$ cat src/verilog/pslp_pkg.sv
package pslp_pkg;

  // serial word geometry
  localparam int WORD_W = 24;
  localparam int CNT_W = 5;
  localparam logic [1:0] SEL_CTRL = 2'h0;
  localparam logic [1:0] SEL_REF = 2'h1;
  localparam logic [1:0] SEL_FB = 2'h2;
  localparam logic [1:0] SEL_TEST = 2'h3;
  localparam logic [23:0] WORD_RESET = 24'h000000;

  // control word fields
  localparam int CW_PRESC_HI = 23;
  localparam int CW_PRESC_LO = 22;
  localparam int CW_PD_SYNC = 21;
  localparam int CW_PD_REQ = 20;
  localparam int CW_CUR_B_HI = 19;
  localparam int CW_CUR_B_LO = 17;
  localparam int CW_CUR_A_HI = 16;
  localparam int CW_CUR_A_LO = 14;
  localparam int CW_LVL_HI = 13;
  localparam int CW_LVL_LO = 12;
  localparam int CW_MUTE = 11;
  localparam int CW_GAIN = 10;
  localparam int CW_TRI = 9;
  localparam int CW_POL = 8;
  localparam int CW_MUX_HI = 7;
  localparam int CW_MUX_LO = 5;
  localparam int CW_CLR = 4;
  localparam int CW_CORE_HI = 3;
  localparam int CW_CORE_LO = 2;

  // feedback word fields
  localparam int FW_SRC = 23;
  localparam int FW_HALF = 22;
  localparam int FW_GAIN = 21;
  localparam int FW_MAIN_HI = 20;
  localparam int FW_MAIN_LO = 8;
  localparam int FW_SWAL_HI = 6;
  localparam int FW_SWAL_LO = 2;

  // reference word fields
  localparam int RW_BSC_HI = 21;
  localparam int RW_BSC_LO = 20;
  localparam int RW_TEST = 19;
  localparam int RW_LDP = 18;
  localparam int RW_ABP_HI = 17;
  localparam int RW_ABP_LO = 16;
  localparam int RW_RATIO_HI = 15;
  localparam int RW_RATIO_LO = 2;

  // band selection length in band clock ticks
  localparam logic [2:0] BAND_CYCLES = 3'h5;
  localparam logic [1:0] PD_SYNC_EDGES = 2'h2;

  typedef struct packed {
    logic [1:0] prescaler_sel;
    logic powerdown_sync_sel;
    logic powerdown_request;
    logic [2:0] pump_current_b;
    logic [2:0] pump_current_a;
    logic [1:0] rf_level;
    logic mute_until_locked;
    logic pump_tristate;
    logic detector_polarity;
    logic [2:0] outmux_sel;
    logic divider_clear;
    logic [1:0] core_level;
  } pslp_ctrl_t;

  typedef struct packed {
    logic halved_prescaler_source;
    logic output_halving;
    logic [12:0] main_count;
    logic [4:0] swallow_count;
  } pslp_fb_t;

  typedef struct packed {
    logic [1:0] band_clk_div;
    logic factory_test_enable;
    logic lock_precision;
    logic [1:0] antibacklash_width;
    logic [13:0] ref_ratio;
  } pslp_ref_t;

  typedef struct packed {
    logic powered_down;
    logic dividers_held;
    logic pump_hiz;
    logic lock_reset;
    logic rf_hiz;
    logic ref_buf_off;
  } pslp_pd_t;

endpackage : pslp_pkg

$ cat src/verilog/pslp_latch_bank.sv
`timescale 1ns/1ps
module pslp_latch_bank
  import pslp_pkg::*;
(
  // clock and reset
  input wire logic clk_i,
  input wire logic rst_n_i,
  // serial programming pins
  input wire logic sclk_i,
  input wire logic sdata_i,
  input wire logic load_strobe_i,
  input wire logic chip_enable_i,
  // reference divider output, from analog side
  input wire logic ref_div_out_i,
  // latched fields
  output pslp_ctrl_t ctrl_o,
  output pslp_fb_t fb_o,
  output pslp_ref_t ref_o,
  output logic pump_gain_sel_o,
  // power-down effects
  output pslp_pd_t pd_o,
  // band selection and test latch write flag
  output logic band_select_active_o,
  output logic test_latch_write_o
);

  typedef enum {
    PD_RUN,
    PD_WAIT_SYNC,
    PD_DOWN
  } pslp_pd_state_t;

  typedef struct packed {
    logic [WORD_W-1:0] ctrl_word;
    logic [WORD_W-1:0] fb_word;
    logic [WORD_W-1:0] ref_word;
    logic gain;
    pslp_pd_state_t pd_state;
    logic [1:0] edge_cnt;
    logic ref_d;
    logic [2:0] bsc_cnt;
    logic [2:0] band_cnt;
    logic band_active;
    logic test_wr;
  } pslp_bank_st_t;

  pslp_bank_st_t st_reg;
  pslp_bank_st_t st_next;

  logic sclk_s;
  logic sdata_s;
  logic load_s;
  logic ce_s;
  logic ref_s;
  logic [WORD_W-1:0] word;
  logic load;
  logic ref_rise;
  logic band_tick;
  logic [2:0] bsc_mask;
  logic down;
  logic ctrl_load;
  logic fb_load;
  logic pd_req;
  logic pd_sync;

  // pins are asynchronous to clk_i
  pslp_sync2 #(
    .W(5)
  ) u_sync (
    .clk_i(clk_i),
    .rst_n_i(rst_n_i),
    .d_i({sclk_i, sdata_i, load_strobe_i, chip_enable_i, ref_div_out_i}),
    .q_o({sclk_s, sdata_s, load_s, ce_s, ref_s})
  );

  // runs regardless of power-down state
  pslp_shift_in u_shift (
    .clk_i(clk_i),
    .rst_n_i(rst_n_i),
    .sclk_i(sclk_s),
    .sdata_i(sdata_s),
    .load_strobe_i(load_s),
    .word_o(word),
    .load_o(load)
  );

  function automatic logic [2:0] bsc_div_mask(input logic [1:0] code);
    case (code)
      2'h0: bsc_div_mask = 3'h0;
      2'h1: bsc_div_mask = 3'h1;
      2'h2: bsc_div_mask = 3'h3;
      default: bsc_div_mask = 3'h7;
    endcase
  endfunction : bsc_div_mask

  function automatic logic sel_is(input logic [WORD_W-1:0] w, input logic [1:0] code);
    sel_is = (w[1:0] == code);
  endfunction : sel_is

  assign ref_rise = ref_s && !st_reg.ref_d;
  assign bsc_mask = bsc_div_mask(st_reg.ref_word[RW_BSC_HI:RW_BSC_LO]);
  // divide by 1,2,4,8: tick when masked count wraps
  assign band_tick = ref_rise && ((st_reg.bsc_cnt & bsc_mask) == 3'h0);
  assign down = (st_reg.pd_state == PD_DOWN) || !ce_s;
  // this decode of the latch address serves the control and feedback load paths only
  assign ctrl_load = load && sel_is(word, SEL_CTRL);
  assign fb_load = load && sel_is(word, SEL_FB);
  assign pd_req = word[CW_PD_REQ];
  assign pd_sync = word[CW_PD_SYNC];

  always_comb begin
    st_next = st_reg;
    st_next.ref_d = ref_s;
    st_next.test_wr = 1'b0;
    if (ref_rise) begin
      st_next.bsc_cnt = st_reg.bsc_cnt + 3'h1;
    end
    if (load) begin
      case (word[1:0])
        SEL_CTRL: begin
          st_next.ctrl_word = word;
          st_next.gain = word[CW_GAIN];
        end
        SEL_FB: begin
          st_next.fb_word = word;
          st_next.gain = word[FW_GAIN];
        end
        SEL_REF: begin
          st_next.ref_word = word;
        end
        default: begin
          // test latch words are dropped, only flagged
          st_next.test_wr = 1'b1;
        end
      endcase
    end
    // power-down sequencing
    case (st_reg.pd_state)
      PD_RUN: begin
        if (ctrl_load && pd_req) begin
          if (!pd_sync) begin
            st_next.pd_state = PD_DOWN;
          end else begin
            st_next.pd_state = PD_WAIT_SYNC;
            st_next.edge_cnt = 2'h0;
          end
        end
      end
      PD_WAIT_SYNC: begin
        if (ctrl_load) begin
          // the newest control word overrides a pending request
          if (!pd_req) begin
            st_next.pd_state = PD_RUN;
          end else if (!pd_sync) begin
            st_next.pd_state = PD_DOWN;
          end else begin
            st_next.edge_cnt = 2'h0;
          end
        end else if (ref_rise) begin
          st_next.edge_cnt = st_reg.edge_cnt + 2'h1;
          if (st_reg.edge_cnt + 2'h1 == PD_SYNC_EDGES) begin
            st_next.pd_state = PD_DOWN;
          end
        end
      end
      PD_DOWN: begin
        // a later request-clear word powers back up, band select stays off until a feedback load
        if (ctrl_load && !pd_req) begin
          st_next.pd_state = PD_RUN;
        end
      end
      default: begin
        st_next.pd_state = PD_RUN;
      end
    endcase
    // band select counts band clock ticks, cancelled while down
    if (fb_load) begin
      // a fresh load restarts the count in phase and wins over its end
      st_next.band_active = 1'b1;
      st_next.band_cnt = 3'h0;
      st_next.bsc_cnt = 3'h0;
    end else if (down) begin
      st_next.bsc_cnt = 3'h0;
      st_next.band_active = 1'b0;
    end else if (st_reg.band_active && band_tick) begin
      st_next.band_cnt = st_reg.band_cnt + 3'h1;
      if (st_reg.band_cnt + 3'h1 == BAND_CYCLES) begin
        st_next.band_active = 1'b0;
      end
    end
  end

  always_ff @(posedge clk_i) begin
    if (!rst_n_i) begin
      st_reg <= '{ctrl_word: WORD_RESET, fb_word: WORD_RESET, ref_word: WORD_RESET,
                  gain: 1'b0, pd_state: PD_RUN, edge_cnt: 2'h0, ref_d: 1'b0,
                  bsc_cnt: 3'h0, band_cnt: 3'h0,
                  band_active: 1'b0, test_wr: 1'b0};
    end else begin
      st_reg <= st_next;
    end
  end

  // field decode
  always_comb begin
    ctrl_o.prescaler_sel = st_reg.ctrl_word[CW_PRESC_HI:CW_PRESC_LO];
    ctrl_o.powerdown_sync_sel = st_reg.ctrl_word[CW_PD_SYNC];
    ctrl_o.powerdown_request = st_reg.ctrl_word[CW_PD_REQ];
    ctrl_o.pump_current_b = st_reg.ctrl_word[CW_CUR_B_HI:CW_CUR_B_LO];
    ctrl_o.pump_current_a = st_reg.ctrl_word[CW_CUR_A_HI:CW_CUR_A_LO];
    ctrl_o.rf_level = st_reg.ctrl_word[CW_LVL_HI:CW_LVL_LO];
    ctrl_o.mute_until_locked = st_reg.ctrl_word[CW_MUTE];
    ctrl_o.pump_tristate = st_reg.ctrl_word[CW_TRI];
    ctrl_o.detector_polarity = st_reg.ctrl_word[CW_POL];
    ctrl_o.outmux_sel = st_reg.ctrl_word[CW_MUX_HI:CW_MUX_LO];
    ctrl_o.divider_clear = st_reg.ctrl_word[CW_CLR];
    ctrl_o.core_level = st_reg.ctrl_word[CW_CORE_HI:CW_CORE_LO];
    fb_o.halved_prescaler_source = st_reg.fb_word[FW_SRC];
    fb_o.output_halving = st_reg.fb_word[FW_HALF];
    fb_o.main_count = st_reg.fb_word[FW_MAIN_HI:FW_MAIN_LO];
    fb_o.swallow_count = st_reg.fb_word[FW_SWAL_HI:FW_SWAL_LO];
    ref_o.band_clk_div = st_reg.ref_word[RW_BSC_HI:RW_BSC_LO];
    ref_o.factory_test_enable = st_reg.ref_word[RW_TEST];
    ref_o.lock_precision = st_reg.ref_word[RW_LDP];
    ref_o.antibacklash_width = st_reg.ref_word[RW_ABP_HI:RW_ABP_LO];
    ref_o.ref_ratio = st_reg.ref_word[RW_RATIO_HI:RW_RATIO_LO];
  end

  // effects follow the power-down level, pump_hiz also follows the tristate bit
  always_comb begin
    pd_o.powered_down = down;
    pd_o.dividers_held = down;
    pd_o.pump_hiz = down || st_reg.ctrl_word[CW_TRI];
    pd_o.lock_reset = down;
    pd_o.rf_hiz = down;
    pd_o.ref_buf_off = down;
  end

  // latest write from either word wins
  assign pump_gain_sel_o = st_reg.gain;
  assign band_select_active_o = st_reg.band_active;
  assign test_latch_write_o = st_reg.test_wr;

endmodule : pslp_latch_bank

$ cat src/verilog/pslp_shift_in.sv
`timescale 1ns/1ps
module pslp_shift_in
  import pslp_pkg::*;
(
  // clock and reset
  input wire logic clk_i,
  input wire logic rst_n_i,
  // synced serial pins
  input wire logic sclk_i,
  input wire logic sdata_i,
  input wire logic load_strobe_i,
  // captured word
  output logic [WORD_W-1:0] word_o,
  output logic load_o
);

  typedef struct packed {
    logic sclk_d;
    logic load_d;
    logic [WORD_W-1:0] shift;
  } pslp_sh_st_t;

  pslp_sh_st_t st_reg;
  pslp_sh_st_t st_next;

  always_comb begin
    st_next = st_reg;
    st_next.sclk_d = sclk_i;
    st_next.load_d = load_strobe_i;
    // msb first, new bit enters at the bottom
    if (sclk_i && !st_reg.sclk_d) begin
      st_next.shift = {st_reg.shift[WORD_W-2:0], sdata_i};
    end
  end

  always_ff @(posedge clk_i) begin
    if (!rst_n_i) begin
      st_reg <= '0;
    end else begin
      st_reg <= st_next;
    end
  end

  assign word_o = st_reg.shift;
  assign load_o = load_strobe_i && !st_reg.load_d;

endmodule : pslp_shift_in

$ cat src/verilog/pslp_sync2.sv
`timescale 1ns/1ps
module pslp_sync2
  import pslp_pkg::*;
#(
  parameter int W = 1
) (
  // clock and reset
  input wire logic clk_i,
  input wire logic rst_n_i,
  // async in, synced out
  input wire logic [W-1:0] d_i,
  output logic [W-1:0] q_o
);

  typedef struct packed {
    logic [W-1:0] s1;
    logic [W-1:0] s2;
  } pslp_sync_st_t;

  pslp_sync_st_t st_reg;
  pslp_sync_st_t st_next;

  always_comb begin
    st_next.s1 = d_i;
    st_next.s2 = st_reg.s1;
  end

  always_ff @(posedge clk_i) begin
    if (!rst_n_i) begin
      st_reg <= '0;
    end else begin
      st_reg <= st_next;
    end
  end

  assign q_o = st_reg.s2;

endmodule : pslp_sync2
$ cat config.mk
export PLATFORM = sky130hd
export DESIGN_NAME = pslp_latch_bank
export DESIGN_NICKNAME = d
export VERILOG_FILES = /design/src/verilog/pslp_pkg.sv /design/src/verilog/pslp_latch_bank.sv /design/src/verilog/pslp_shift_in.sv /design/src/verilog/pslp_sync2.sv
export SDC_FILE = /design/constraint.sdc
export NUM_CORES = 1
export LEC_CHECK = 0
export ABC_AREA = 0
export BUFFER_PORTS_ARGS = -buffer_cell sky130_fd_sc_hd__buf_2
export CAP_MARGIN = 10
export CELL_PAD_IN_SITES_DETAIL_PLACEMENT = 1
export CELL_PAD_IN_SITES_GLOBAL_PLACEMENT = 1
export CORE_MARGIN = 3
export CORE_UTILIZATION = 35
export DETAILED_ROUTE_END_ITERATION = 10
export GPL_TIMING_DRIVEN = 0
export MAX_ROUTING_LAYER = met4
export PLACE_DENSITY = 0.68
export SLEW_MARGIN = 10
export SYNTH_ARGS = -nofsm -noshare
export SYNTH_HDL_FRONTEND = slang
export SYNTH_HIERARCHICAL = 1
export SYNTH_SLANG_ARGS = --single-unit
export TNS_END_PERCENT = 10
$ cat constraint.sdc
create_clock -name clk_i -period 1.5 [get_ports clk_i]
set_input_delay 0.375 -clock clk_i [delete_from_list [all_inputs] [get_ports clk_i]]
set_output_delay 0.375 -clock clk_i [all_outputs]
set_load 0.01 [all_outputs]
# Word level (Yosys, flattened, before mapping)
# Cells that the tools add are included.
classes:
  add_sub_neg: 3
  eq_ne: 15
  n_mux: 19
  bitwise_logic: 3
  n_reduce_logical: 36
ops:
  columns: ["operator", "n"]
  rows:
  - ["32-bit two-way mux", 4]
  - ["34-bit two-way mux", 3]
  - ["32-bit case mux with 3 select lines", 1]
  - ["32-bit by 1-bit == test with 1-bit output (second input constant)", 1]
  - ["32-bit by 2-bit == test with 1-bit output (second input constant)", 1]
  - ["32-bit by 3-bit == test with 1-bit output (second input constant)", 1]
  - ["32-bit logical NOT", 1]
  - ["2-bit AND reduction", 7]
  - ["1-bit logical AND", 9]
  - ["3-bit case mux with 3 select lines", 1]
  - ["3-bit by 1-bit adder with 3-bit output (second input constant)", 2]
  - ["2-bit == test (second input constant)", 3]
  - ["2-bit two-way mux", 3]
  - ["3-bit inequality test (second input constant)", 2]
  - ["3-bit nonzero test", 2]
  - ["3-bit OR reduction", 2]
  - ["1-bit logical NOT", 5]
  - ["5-bit AND reduction", 1]
  - ["2-bit by 1-bit == test with 1-bit output (second input constant)", 2]
  - ["2-bit logical NOT", 2]
  - ["1-bit two-way mux", 4]
  - ["4-bit two-way mux", 1]
  - ["2-bit inequality test (second input constant)", 2]
  - ["4-bit inequality test (second input constant)", 1]
  - ["other kinds (12)", 15]
totals:
  register_bits: 150

# Logic depth before layout (Yosys ltp)
depth:
  ltp_word: 9
  depth_mapped: 7

# Modules after synthesis
# The synthesis kept the hierarchy.
modules_own_cells:
  columns: ["mod", "n_inst", "cells_per_inst", "area_per_inst_um2", "seq_area_each_um2"]
  rows:
  - ["pslp_latch_bank", 1, 418, 3497.1, 1501.4]
  - ["pslp_shift_in", 1, 109, 1137.3, 520.5]
  - ["pslp_sync2", 1, 20, 262.8, 200.2]

# Worst setup path before layout
# No wires, ideal clock.
synth_path:
  path_kind: "flip-flop to flip-flop"
  startpoint: "register u_shift.st_reg (netlist bit u_shift/word_o[1])"
  endpoint: "register st_reg[12] (netlist name)"
  setup_time_ps: 62
  arrival_time_ps: 1374
  required_ps: 1438
  path_slack_ps: 64
  stages_incl_launch_ff: 8
  n_path_buf: 3
  period_less_slack_ps: 1436
  cell_sequence: "dfxtp_1 -> buf_4 -> buf_6 -> or3b_1 -> buf_2 -> o31ai_4 -> a22oi_1 -> nor2b_2"
synth_via:
  elab_chain_cells: 5
  elab_cells_between_ends: 12
synth_rtl:
  columns: ["item", "line_no", "rtl"]
  rows:
  - ["start, declared", "pslp_shift_in.sv:23", "pslp_sh_st_t st_reg;"]
  - ["start signal, assigned", "pslp_shift_in.sv:40", "st_reg <= st_next;"]
  - ["2-bit logical NOT *", "pslp_latch_bank.sv:97", "sel_is = (w[1:0] == code);"]
  - ["1-bit logical AND *", "pslp_latch_bank.sv:106", "assign ctrl_load = load && sel_is(word, SEL_CTRL);"]
  - ["1-bit logical AND, on equally long branches", "pslp_latch_bank.sv:168, pslp_latch_bank.sv:140", null]
  - ["2-bit inequality test (no source line)", null, null]
  - ["5-bit AND reduction (no source line)", null, null]
  - ["end signal, assigned", "pslp_latch_bank.sv:195", "st_reg <= '{ctrl_word: WORD_RESET, fb_word: WORD_RESET, ref_word: WORD_RESET,"]
  - ["end signal, assigned", "pslp_latch_bank.sv:200", "st_reg <= st_next;"]
  - ["end, declared", "pslp_latch_bank.sv:47", "pslp_bank_st_t st_reg;"]
# Mark *: on every way between the ends. The rest lies on a longest branch, timed or not.
# A chain may end at the register's enable or synchronous reset.

==> flow_metrics.tcl <==
set metrics [dict create \
    startpoint "st_reg[11]$_SDFFE_PN0P_" \
    via_count 3699 \
    rsz0062_at_grt "yes" \
    die_h_um 124 \
    grt_overflow_total 0 \
    skew_ns 0.00467 \
    io_pins 77 \
    cts_hold_buffers 0 \
    cts_tree "done" \
    maxSlewViolCount 0 \
    worst_pin_slew_ns 0.469 \
    ir_drop_v 0.000493 \
    hold_viol_final 0 \
    wire_per_inst_um 14.5 \
    violations "negative setup slack" \
    synth_cells 547 \
    drt_pass1_iterations 4 \
    drive_gt1_frac 0.351 \
    cp-end-kind "output port" \
    fin_ws_ns -0.133 \
    io_buffers 76 \
    grt_pass1_wl_um 19600 \
    clk_latency_ns 0.35 \
    largest_reg_flops 24 \
    ant_nets 0 \
    drc 0 \
    mostFrequentLayoutCell "nand2_1" \
    reg2reg_from "u_sync/q_o[2]$_SDFF_PN0_" \
    hold_path.class "input pin to register" \
    cp-start-kind "register" \
    final_util 0.452 \
    ys.warnings.count 6 \
    fp.dieArea_um2 15400 \
    clockBufferDepth 2 \
    hpwl_um 9000 \
    grtUsageTotal 0.162 \
    ys_types 40 \
    relSlewSlack 0.687 \
    cts_made_buffers 9 \
    syn_avg_cell_area_um2 8.95 \
    critPathRequiredTime_ns 1.12 \
    initial_utilization 0.364 \
    wirelength_um 11900 \
    routabilityCongestion 0.766 \
    first_iter_violations 121 \
    die_x_um 124 \
    yosys.area.top_type_share 0.454 \
    clk_pin_slew_ns 0.07 \
    critPathMaxFanout 5 \
    antenna_found_initial 0 \
    final_nets 652 \
    ys_seq_area_frac 0.454 \
    fill_cells 1589 \
    arrival_ns 1.26 \
    cts-root-buf "clkbuf_16" \
    outcome "finished, violations left" \
    htreeDepth 3 \
    syn_nets 558 \
    finalCritPeriodShare 1.09 \
    routed_via_density 4.51 \
    ys_top_cells_by_area "dfxtp_1, buf_4, nand2_1" \
    hp-start "sdata_i" \
    netlist_area_um2 4900 \
    setup_viol 7 \
    p_leak_nw 2.59 \
    grt_pass1_vias 3939 \
    final_area_um2 6070 \
    drv_cap 0 \
    area_delta_synth_final_pct 24.0 \
    crit_type "register to output port" \
    max_freq_mhz 612 \
    clock_sinks 111 \
    grt_start_max_net_pins 19 \
    ys_ff_latch 111 \
    cellPowerDensity_nw_per_um2 989 \
    post-route-min-period_ns 1.63 \
    synth_top_area_cell "dfxtp_1" \
    final_cell_mix "nand2_1, dfxtp_1, buf_4" \
    placeableCoreArea_um2 13500 \
    placed_area_um2 5500 \
    antenna_cells 0 \
    core.rowCount 42 \
]
## kinds of logic (layout without fill, tap and decap cells)
family / Yosys count / count (layout) / synth area share
buf+inv: 123 / 220 / 0.176
mux: 28 / 28 / 0.0572
fa+ha+maj: 4 / 4 / 0.0102
simple gates: 198 / 198 / 0.176
flops: 111 / 111 / 0.454
compound gates: 80 / 80 / 0.122
xor+xnor: 3 / 3 / 0.00537
## synthesized netlist by cell type
| cell | number |
|---|---|
| nand2_1 | 156 |
| dfxtp_1 | 111 |
| buf_4 | 91 |
| a21boi_0 | 59 |
| mux2i_1 | 28 |
| and2_1 | 15 |
| clkbuf_1 | 13 |
| buf_2 | 9 |
| inv_1 | 6 |
| a21oi_1 | 5 |
| nor2_1 | 5 |
| o21ai_0 | 5 |
| ha_1 | 4 |
| a21boi_1 | 3 |
| nor3_1 | 3 |
| or3_1 | 3 |
| buf_12 | 2 |
| buf_6 | 2 |
| nand3b_1 | 2 |
| nor2b_1 | 2 |
| o22ai_1 | 2 |
| or2_2 | 2 |
| xor2_1 | 2 |
| a22oi_1 | 1 |
| a31oi_1 | 1 |
| and2_2 | 1 |
| and2b_2 | 1 |
| nand2b_1 | 1 |
| nand2b_2 | 1 |
| nand3_1 | 1 |
| nor2b_2 | 1 |
| nor2b_4 | 1 |
| nor3b_1 | 1 |
| nor3b_2 | 1 |
| o2111ai_1 | 1 |
| o2111ai_2 | 1 |
| o211a_1 | 1 |
| o31ai_4 | 1 |
| or3b_1 | 1 |
| xnor2_1 | 1 |
## power by group
part / internal, mW / total [mW] / leakage, nW / switching (mW)
logic: 0.116 / 0.228 / 1.52 / 0.113
registers: 2.96 / 2.97 / 0.899 / 0.00912
clock network: 1.78 / 2.81 / 0.169 / 1.03
## repair_timing
| action | CTS | global route |
|---|---|---|
| setup buffers | 6 | 2 |
| setup endpoints to repair | 77 | 75 |
| gates resized for setup | 38 | 27 |
| pin swaps | 1 | 3 |
## critical path: stages (launching register included)
cell      delay, ns
dfxtp_2        0.33
nand2b_4       0.16
nand2_8        0.07
or2_4          0.23
buf_6          0.12
## layer usage
| layer | part of all wire | GRT usage |
|---|---|---|
| met5 | 0 | - |
| met4 | 0.013 | 0.0432 |
| met3 | 0.033 | 0.0425 |
| met2 | 0.51 | 0.287 |
| met1 | 0.44 | 0.180 |
## per-stage QoR
step / hold WS [ns] / total power [mW] / instances / setup TNS, ns / setup WS [ns]
6_report: 0.225 / 6.01 / 820 / -0.679 / -0.133
3_3_place_gp: 0.416 / 3.23 / 799 / -6.44 / -0.213
3_5_place_dp: 0.427 / 3.23 / 799 / -9.84 / -0.274
5_1_grt: 0.224 / 6.25 / 820 / -1.30 / -0.183
2_1_floorplan: 0.412 / 3.17 / 547 / 0 / 0.0642
4_1_cts: 0.213 / 6.10 / 819 / -0.730 / -0.139
## area by class of cell
class                           instances  area, um^2  area share
Tap cell                              176         220      0.0363
Buffer                                116         906       0.149
Sequential cell                       111        2230       0.367
Inverter                                6        22.5     0.00371
Multi-Input combinational cell        313        1860       0.306
Clock buffer                           10         229      0.0377
Clock inverter                          4         120      0.0198
Timing Repair Buffer                   84         485      0.0799
## final timing paths
| kind | endpoint | slack, ns | cells past startpoint |
|---|---|---|---|
| setup / recovery | pd_o[3] | -0.13 | 4 |
| hold / removal | u_sync/st_next[3]$_SDFF_PN0_ | 0.23 | 2 |
| setup reg to reg | st_reg[12]$_SDFFE_PN0P_ | -0.07 | 6 |
| hold reg to reg | u_sync/q_o[4]$_SDFF_PN0_ | 0.44 | 1 |
Power figures use the tool's default switching activity.
